$ cat src/inc/ddslp_regs.vh
/*
  constants of the display driver serial load port: widths, depths and
  reset values. assumes inclusion by bare name from src/ design files.
*/
`ifndef DDSLP_REGS_VH
`define DDSLP_REGS_VH

`define DDSLP_WORD_W      16
`define DDSLP_FIFO_DEPTH  4
`define DDSLP_FIFO_AW     2
`define DDSLP_LINES       8
`define DDSLP_SHIFT_RST   16'h0000
`define DDSLP_WORD_RST    16'h0000
`define DDSLP_BIT_RST     1'b0
`define DDSLP_SEL_RST     1'b1

`endif

$ cat src/ddslp_fifo.v
/*
  small synchronous fifo with valid/ready on both sides.
  assumes one clock, asynchronous active-high reset.
*/
`default_nettype none

module ddslp_fifo #(
  parameter W     = 16,
  parameter DEPTH = 4,
  parameter AW    = 2
) (
  input  wire         clk_i,       // system clock
  input  wire         reset_i,     // async reset, active high
  input  wire         in_valid_i,  // write request
  output wire         in_ready_o,  // space available
  input  wire [W-1:0] in_data_i,   // write data
  output wire         out_valid_o, // data available
  input  wire         out_ready_i, // consumer takes data
  output wire [W-1:0] out_data_o   // head word
);

  reg [W-1:0]  mem_r [0:DEPTH-1];
  reg [AW-1:0] wr_ptr_r;
  reg [AW-1:0] rd_ptr_r;
  reg [AW:0]   count_r;
  wire         push;
  wire         pop;
  localparam integer  DEPTH_I = DEPTH;
  localparam integer  LAST_I  = DEPTH - 1;
  localparam [AW:0]   DEPTH_C = DEPTH_I[AW:0];
  localparam [AW-1:0] LAST_C  = LAST_I[AW-1:0];

  assign in_ready_o  = (count_r != DEPTH_C);
  assign out_valid_o = (count_r != {(AW+1){1'b0}});
  assign out_data_o  = mem_r[rd_ptr_r];
  assign push        = in_valid_i & in_ready_o;
  assign pop         = out_valid_o & out_ready_i;

  always @(posedge clk_i)
  begin
    if (push)
      mem_r[wr_ptr_r] <= in_data_i;
  end

  always @(posedge clk_i or posedge reset_i)
  begin
    if (reset_i)
    begin
      wr_ptr_r <= {AW{1'b0}};
      rd_ptr_r <= {AW{1'b0}};
      count_r  <= {(AW+1){1'b0}};
    end
    else
    begin
      if (push)
        wr_ptr_r <= (wr_ptr_r == LAST_C) ? {AW{1'b0}} : wr_ptr_r + 1'b1;
      if (pop)
        rd_ptr_r <= (rd_ptr_r == LAST_C) ? {AW{1'b0}} : rd_ptr_r + 1'b1;
      if (push & ~pop)
        count_r <= count_r + 1'b1;
      else if (pop & ~push)
        count_r <= count_r - 1'b1;
    end
  end

endmodule // ddslp_fifo

`default_nettype wire

$ cat src/ddslp_top.v
/*
  serial load port of an eight-digit led display driver: 16-bit shift
  register on the host's serial clock, word capture on the load/select
  strobe, daisy-chain output, and off-state handling of the display lines.
  assumes the serial pins are asynchronous to clk_i and that the command
  decoder outside consumes words through word_valid_o/word_ready_i and
  supplies the on/off state of each digit and segment line.
*/
`default_nettype none
`include "ddslp_regs.vh"

module ddslp_top #(
  parameter SELECT_GATES = 1, // 1: clock only counts while select low
  parameter OFF_RELEASE  = 1, // 1: off lines released, 0: driven
  parameter WORD_W       = `DDSLP_WORD_W,
  parameter FIFO_DEPTH   = `DDSLP_FIFO_DEPTH,
  parameter FIFO_AW      = `DDSLP_FIFO_AW,
  parameter LINES        = `DDSLP_LINES
) (
  input  wire              clk_i,                      // 100 mhz clock
  input  wire              reset_i,                    // async reset
  input  wire              sclk_i,                     // host serial clock
  input  wire              din_i,                      // serial data in
  input  wire              load_select_n_i,            // load / select
  output reg               dout_o,                     // serial data out
  output reg  [WORD_W-1:0] word_o,                     // captured word
  output reg               word_valid_o,               // word pending
  input  wire              word_ready_i,               // decoder takes
  output reg               overrun_o,                  // word dropped
  output reg               fifo_full_o,                // no space left
  output reg               programmed_o,               // word seen
  input  wire [LINES-1:0]  digit_on_i,                 // digit states
  input  wire [LINES-1:0]  seg_on_i,                   // segment states
  output reg  [LINES-1:0]  digit_drive_lines_o,        // digit level
  output reg  [LINES-1:0]  digit_drive_lines_oe_n_o,   // low: driven
  output reg  [LINES-1:0]  segment_drive_lines_o,      // segment level
  output reg  [LINES-1:0]  segment_drive_lines_oe_n_o  // low: driven
);

  localparam [LINES-1:0] ZERO_L = {LINES{1'b0}};
  localparam [LINES-1:0] ONES_L = {LINES{1'b1}};
  localparam [LINES-1:0] DIG_OFF_LVL = (OFF_RELEASE != 0) ? ZERO_L : ONES_L;
  localparam [LINES-1:0] OFF_OE_N    = (OFF_RELEASE != 0) ? ONES_L : ZERO_L;

  // two-stage synchronisers
  // equal depth on sclk and din keeps each bit with its edge
  reg              sclk_s1_r;
  reg              sclk_s2_r;
  reg              sclk_d_r;
  reg              din_s1_r;
  reg              din_s2_r;
  reg              sel_s1_r;
  reg              sel_s2_r;
  reg              sel_d_r;

  reg [WORD_W-1:0] shift_r;
  reg              leave_r;
  reg [WORD_W-1:0] shift_nxt;
  reg              leave_nxt;
  reg              dout_nxt;
  wire             clk_active;
  wire             sclk_rise;
  wire             sclk_fall;
  wire             load_rise;

  wire             fifo_in_ready;
  wire             fifo_out_valid;
  wire [WORD_W-1:0] fifo_out_data;
  wire             fifo_pop;
  wire             programmed_nxt;
  wire [LINES-1:0] dig_on;
  wire [LINES-1:0] seg_on;

  always @(posedge clk_i or posedge reset_i)
  begin
    if (reset_i)
    begin
      sclk_s1_r <= `DDSLP_BIT_RST;
      sclk_s2_r <= `DDSLP_BIT_RST;
      sclk_d_r  <= `DDSLP_BIT_RST;
      din_s1_r  <= `DDSLP_BIT_RST;
      din_s2_r  <= `DDSLP_BIT_RST;
      sel_s1_r  <= `DDSLP_SEL_RST;
      sel_s2_r  <= `DDSLP_SEL_RST;
      sel_d_r   <= `DDSLP_SEL_RST;
    end
    else
    begin
      sclk_s1_r <= sclk_i;
      sclk_s2_r <= sclk_s1_r;
      sclk_d_r  <= sclk_s2_r;
      din_s1_r  <= din_i;
      din_s2_r  <= din_s1_r;
      sel_s1_r  <= load_select_n_i;
      sel_s2_r  <= sel_s1_r;
      sel_d_r   <= sel_s2_r;
    end
  end

  // select-gated serial clock
  assign clk_active = (SELECT_GATES == 0) | ~sel_s2_r;
  assign sclk_rise  = sclk_s2_r & ~sclk_d_r & clk_active;
  assign sclk_fall  = ~sclk_s2_r & sclk_d_r & clk_active;
  assign load_rise  = sel_s2_r & ~sel_d_r;

  // shift path and daisy-chain output
  always @*
  begin
    shift_nxt = shift_r;
    leave_nxt = leave_r;
    dout_nxt  = dout_o;
    if (sclk_rise)
    begin
      shift_nxt = {shift_r[WORD_W-2:0], din_s2_r};
      leave_nxt = shift_r[WORD_W-1];
    end
    if (sclk_fall)
      dout_nxt = leave_r;
  end

  always @(posedge clk_i or posedge reset_i)
  begin
    if (reset_i)
    begin
      shift_r <= `DDSLP_SHIFT_RST;
      leave_r <= `DDSLP_BIT_RST;
      dout_o  <= `DDSLP_BIT_RST;
    end
    else
    begin
      shift_r <= shift_nxt;
      leave_r <= leave_nxt;
      dout_o  <= dout_nxt;
    end
  end

  // captured words queue toward the decoder
  ddslp_fifo #(
    .W     (WORD_W),
    .DEPTH (FIFO_DEPTH),
    .AW    (FIFO_AW)
  ) u_fifo (
    .clk_i       (clk_i),
    .reset_i     (reset_i),
    .in_valid_i  (load_rise),
    .in_ready_o  (fifo_in_ready),
    .in_data_i   (shift_r),
    .out_valid_o (fifo_out_valid),
    .out_ready_i (fifo_pop),
    .out_data_o  (fifo_out_data)
  );

  // output stage refills when empty or being taken
  assign fifo_pop = fifo_out_valid & (~word_valid_o | word_ready_i);

  always @(posedge clk_i or posedge reset_i)
  begin
    if (reset_i)
    begin
      word_o       <= `DDSLP_WORD_RST;
      word_valid_o <= `DDSLP_BIT_RST;
      overrun_o    <= `DDSLP_BIT_RST;
      fifo_full_o  <= `DDSLP_BIT_RST;
    end
    else
    begin
      if (fifo_pop)
      begin
        word_o       <= fifo_out_data;
        word_valid_o <= 1'b1;
      end
      else if (word_ready_i)
        word_valid_o <= 1'b0;
      // a strobe into a full fifo is dropped and flagged
      overrun_o   <= load_rise & ~fifo_in_ready;
      fifo_full_o <= ~fifo_in_ready;
    end
  end

  // blank until the first word has been captured
  assign programmed_nxt = programmed_o | load_rise;
  assign dig_on = digit_on_i & {LINES{programmed_o}};
  assign seg_on = seg_on_i & {LINES{programmed_o}};

  always @(posedge clk_i or posedge reset_i)
  begin
    if (reset_i)
    begin
      programmed_o               <= `DDSLP_BIT_RST;
      digit_drive_lines_o        <= DIG_OFF_LVL;
      digit_drive_lines_oe_n_o   <= OFF_OE_N;
      segment_drive_lines_o      <= ZERO_L;
      segment_drive_lines_oe_n_o <= OFF_OE_N;
    end
    else
    begin
      programmed_o <= programmed_nxt;
      // digit on sinks current: driven low
      digit_drive_lines_o      <= ~dig_on & DIG_OFF_LVL;
      digit_drive_lines_oe_n_o <= ~dig_on & OFF_OE_N;
      // segment on sources current: driven high
      segment_drive_lines_o      <= seg_on;
      segment_drive_lines_oe_n_o <= ~seg_on & OFF_OE_N;
    end
  end

endmodule // ddslp_top

`default_nettype wire

$ cat config.mk
export PLATFORM = sky130hd
export DESIGN_NAME = ddslp_top
export DESIGN_NICKNAME = d
export VERILOG_FILES = /design/src/ddslp_fifo.v /design/src/ddslp_top.v
export VERILOG_INCLUDE_DIRS = /design/src /design/src/inc
export SDC_FILE = /design/constraint.sdc
export NUM_CORES = 1
export LEC_CHECK = 0
export BUFFER_PORTS_ARGS = -buffer_cell sky130_fd_sc_hd__buf_2
export CORE_UTILIZATION = 29
export CTS_CLUSTER_SIZE = 16
export DETAILED_ROUTE_END_ITERATION = 8
export GPL_TIMING_DRIVEN = 0
export PLACE_DENSITY_LB_ADDON = 0.05
export SLEW_MARGIN = 30
export SYNTH_ARGS = -nofsm -noshare
export SYNTH_HDL_FRONTEND = slang
export SYNTH_SLANG_ARGS = --single-unit
$ cat constraint.sdc
create_clock -name clk_i -period 2.7 [get_ports clk_i]
set_clock_uncertainty 0.05 [all_clocks]
set_input_delay 0.135 -clock clk_i [delete_from_list [all_inputs] [get_ports clk_i]]
set_output_delay 0.135 -clock clk_i [all_outputs]
set_load 0.1 [all_outputs]
==> results.sh <==
export IMPL_outcome="complete, no violations"
export IMPL_synth_top_family_by_area="multiplexers"
export IMPL_synthMuxAreaShare=0.1647
export IMPL_arrival_ns=2.70
export IMPL_nNetsFinal=415
export IMPL_critPathLaunchType="flip-flop"
export IMPL_drv_slew=0
export IMPL_h_tree_depth=4
export IMPL_fin_hold_ws_ns=0.1940
export IMPL_preCtsSetupSlack_ns=0.1935
export IMPL_port_buffers=66
export IMPL_antenna_found_initial=0
export IMPL_wire_per_inst_um=15.31
export IMPL_rr_worst_depth=8
export IMPL_postCtsHoldBufs=21
export IMPL_slowest_stage="dfrtp_1"
export IMPL_endpoint="u_fifo.count_r[1]$_DFFE_PP0P_"
export IMPL_ir_worst_vdd_v=0.0004707
export IMPL_reg2reg_to="u_fifo.count_r[1]$_DFFE_PP0P_"
export IMPL_path_clk_slew_ns=0.06
export IMPL_grtUsageTotal=0.1164
export IMPL_hold_class="input port to asynchronous set/reset pin"
export IMPL_finalPower_w=0.007762
export IMPL_place_hpwl_mm=5.826
export IMPL_reg2reg_from="u_fifo.count_r[0]$_DFFE_PP0P_"
export IMPL_cts_tree="done"
export IMPL_placed_area_um2=5907
export IMPL_cp_required_ns=2.94
export IMPL_synthSimpleGateAreaFrac=0.03044
export IMPL_cts_resized=0
export IMPL_detail_route_first_pass_iterations=4
export IMPL_slowest_delay_ns=0.43
export IMPL_clockBufferDepth=2
export IMPL_r2r_slack_ns=0.25
export IMPL_slew_limit_headroom=0.4943
export IMPL_gp_congestion=0.6315
export IMPL_yosysSeqAreaShare=0.7419
export IMPL_max_freq_mhz=407.8
export IMPL_die_x_um=136.2
export IMPL_die_height_um=136.2
export IMPL_drt_total_wl_mm=9.551
export IMPL_cp_max_fo=10
export IMPL_drt_iter0_markers=128
export IMPL_cts_setup_buffers=0
export IMPL_syn_avg_cell_area_um2=19.26
export IMPL_via_per_inst=4.109
export IMPL_final_util=0.3837
export IMPL_period_needed_ns=2.452
export IMPL_cts_sinks=141
export IMPL_ios=75
export IMPL_synth_seq_cells=141
export IMPL_syn_area_um2=5220
export IMPL_drv_cap=0
export IMPL_period_share=0.9082
export IMPL_grt_max_degree=53
export IMPL_crit_top_cell="inv_1"
export IMPL_fin_ws_ns=0.2479
export IMPL_synth_adder_area_share=0.01822
export IMPL_synthToLayoutAreaGrowth_pct=28.02
export IMPL_detail_route_antenna_nets=0
export IMPL_finalHoldViolCount=0
export IMPL_crit_chain="nor3_2, a21oi_4, buf_4, inv_1, ha_1, inv_1, fa_1, mux2_2"
export IMPL_ys_warn_count=0
export IMPL_cp_end_kind="flip-flop"
export IMPL_synthCells=271
export IMPL_synth_cell_types=28
export IMPL_startpoint="u_fifo.count_r[0]$_DFFE_PP0P_"
export IMPL_start_util=0.2997
export IMPL_crit_type="flip-flop to flip-flop"
export IMPL_cts_root_buf="clkbuf_16"
export IMPL_stdcell_area_um2=6683
export IMPL_vias=2564
export IMPL_drc=0
export IMPL_num_rows=48
export IMPL_core_area_um2=17420
export IMPL_n_antenna_cell=0
export IMPL_synth_compound_area_share=0.004075
export IMPL_cts_buffers=17
export IMPL_power_density_nw_per_um2=1161
export IMPL_grt_pass1_vias=2783
export IMPL_synth_xor_area_frac=0.005034
export IMPL_rsz0062_at_grt="no"
export IMPL_grt_pass1_wl_mm=15.10
export IMPL_clkLatencyLatePin_ns=0.41
export IMPL_drive_above_1_share=0.4411
export IMPL_setup_violations=0
export IMPL_tightest_slew_ns=0.7553
export IMPL_overflow=0
export IMPL_leakagePower_nw=2.833
export IMPL_dieArea_um2=18540
[cells in the mapped netlist]
library cell | number | share of area
o21ai_0 | 1 | 0.00096
buf_4 | 9 | 0.013
buf_2 | 1 | 0.00096
xor2_1 | 2 | 0.0034
nor3b_1 | 2 | 0.0029
mux2_2 | 31 | 0.067
buf_12 | 1 | 0.0038
mux2_4 | 8 | 0.023
xnor2_1 | 1 | 0.0017
nor3_2 | 1 | 0.0019
inv_1 | 15 | 0.011
nand2b_1 | 2 | 0.0024
edfxtp_1 | 64 | 0.37
nand2_1 | 16 | 0.012
dfstp_2 | 19 | 0.096
and2_1 | 4 | 0.0048
nor3b_2 | 1 | 0.0024
conb_1 | 1 | 0.00072
fa_1 | 1 | 0.0038
clkbuf_1 | 3 | 0.0022
a21oi_4 | 1 | 0.0031
buf_6 | 2 | 0.0043
ha_1 | 6 | 0.014
mux4_2 | 8 | 0.035
nor2_1 | 4 | 0.0029
and3b_1 | 1 | 0.0017
dfrtp_1 | 58 | 0.28
mux4_1 | 8 | 0.040
[cell type report]
| class | count | area [µm²] |
|---|---|---|
| Buffer | 16 | 126.4 |
| Clock buffer | 20 | 436.7 |
| Clock inverter | 12 | 126.4 |
| Fill cell | 1635 | 10730 |
| Inverter | 15 | 61.31 |
| Multi-Input combinational cell | 106 | 1195 |
| Sequential cell | 141 | 3872 |
| Tap cell | 225 | 281.5 |
| Timing Repair Buffer | 89 | 583.1 |
[stage by stage]
stage,setup TNS [ns],instances
global placement,-37.70,569
finish,0,624
floorplan,0,278
global route,0,624
detailed placement,0,571
CTS,0,624
[sequential cells by signal, indices dropped and copies added, names as in the netlist, 2 cells and up]
signal and cells:
digit_drive_lines_oe_n_o 8, segment_drive_lines_o 8, segment_drive_lines_oe_n_o 8, shift_r 16
u_fifo.count_r 3, u_fifo.mem_r 64, u_fifo.rd_ptr_r 2, u_fifo.wr_ptr_r 2
word_o 16
[power by group]
part,internal [W],switching (W),total [W]
Clock,0.00143,0.000816,0.00224
Sequential,0.00272,0.000238,0.00296
Combinational,0.000797,0.00176,0.00256
Total,0.00494,0.00282,0.00776
[critical path, delay by kind of cell, from the launching register on]
| family | cells | cell delay [ns] |
|---|---|---|
| fa+ha+maj | 2 | 0.63 |
| buf+inv | 3 | 0.47 |
| flops | 1 | 0.43 |
| compound gates | 1 | 0.38 |
| mux | 1 | 0.27 |
| simple gates | 1 | 0.10 |
[routing by layer]
metal  track usage  vias up  wire length, µm
met4       0.05741        0              141
met3       0.04847       12              524
li1              -     1198                -
met2        0.1799       70             4505
met5             0        -                0
met1        0.1393     1284             4379
[placed cells by master (no fill, tap or decap), types with 3 or more instances in the layout]
master	n
clkbuf_1	6
nor2_1	4
mux4_1	8
conb_1	8
inv_1	14
clkinv_1	7
edfxtp_1	64
buf_4	9
bufinv_16	3
buf_2	67
dfstp_2	19
clkbuf_16	17
and2_2	3
mux2_4	8
ha_1	6
dlygate4sd3_1	21
nand2_1	16
mux2_2	31
mux4_2	8
dfrtp_1	58
[cell families (layout without fill, tap and decap cells)]
group / Yosys count / in the layout
compound gates: 2 / 2
xor+xnor: 3 / 3
fa+ha+maj: 7 / 7
buf+inv: 31 / 152
flops: 141 / 141
mux: 55 / 55
other cells: 1 / 8
simple gates: 31 / 31
[worst min path at each step]
stage	from	to	slack [ns]	cells past startpoint
after global routing	reset_i	word_o[11]$_DFFE_PP0P_	0.22	3
after floorplan	load_select_n_i	sel_s1_r$_DFF_PP1_	0.09	0
final	reset_i	word_o[13]$_DFFE_PP0P_	0.19	3
after CTS	reset_i	word_o[13]$_DFFE_PP0P_	0.19	3
after detailed placement	reset_i	word_o[13]$_DFFE_PP0P_	0.08	2
after global placement	load_select_n_i	sel_s1_r$_DFF_PP1_	0.19	1
No activity file was read; power rests on OpenSTA's default activity.
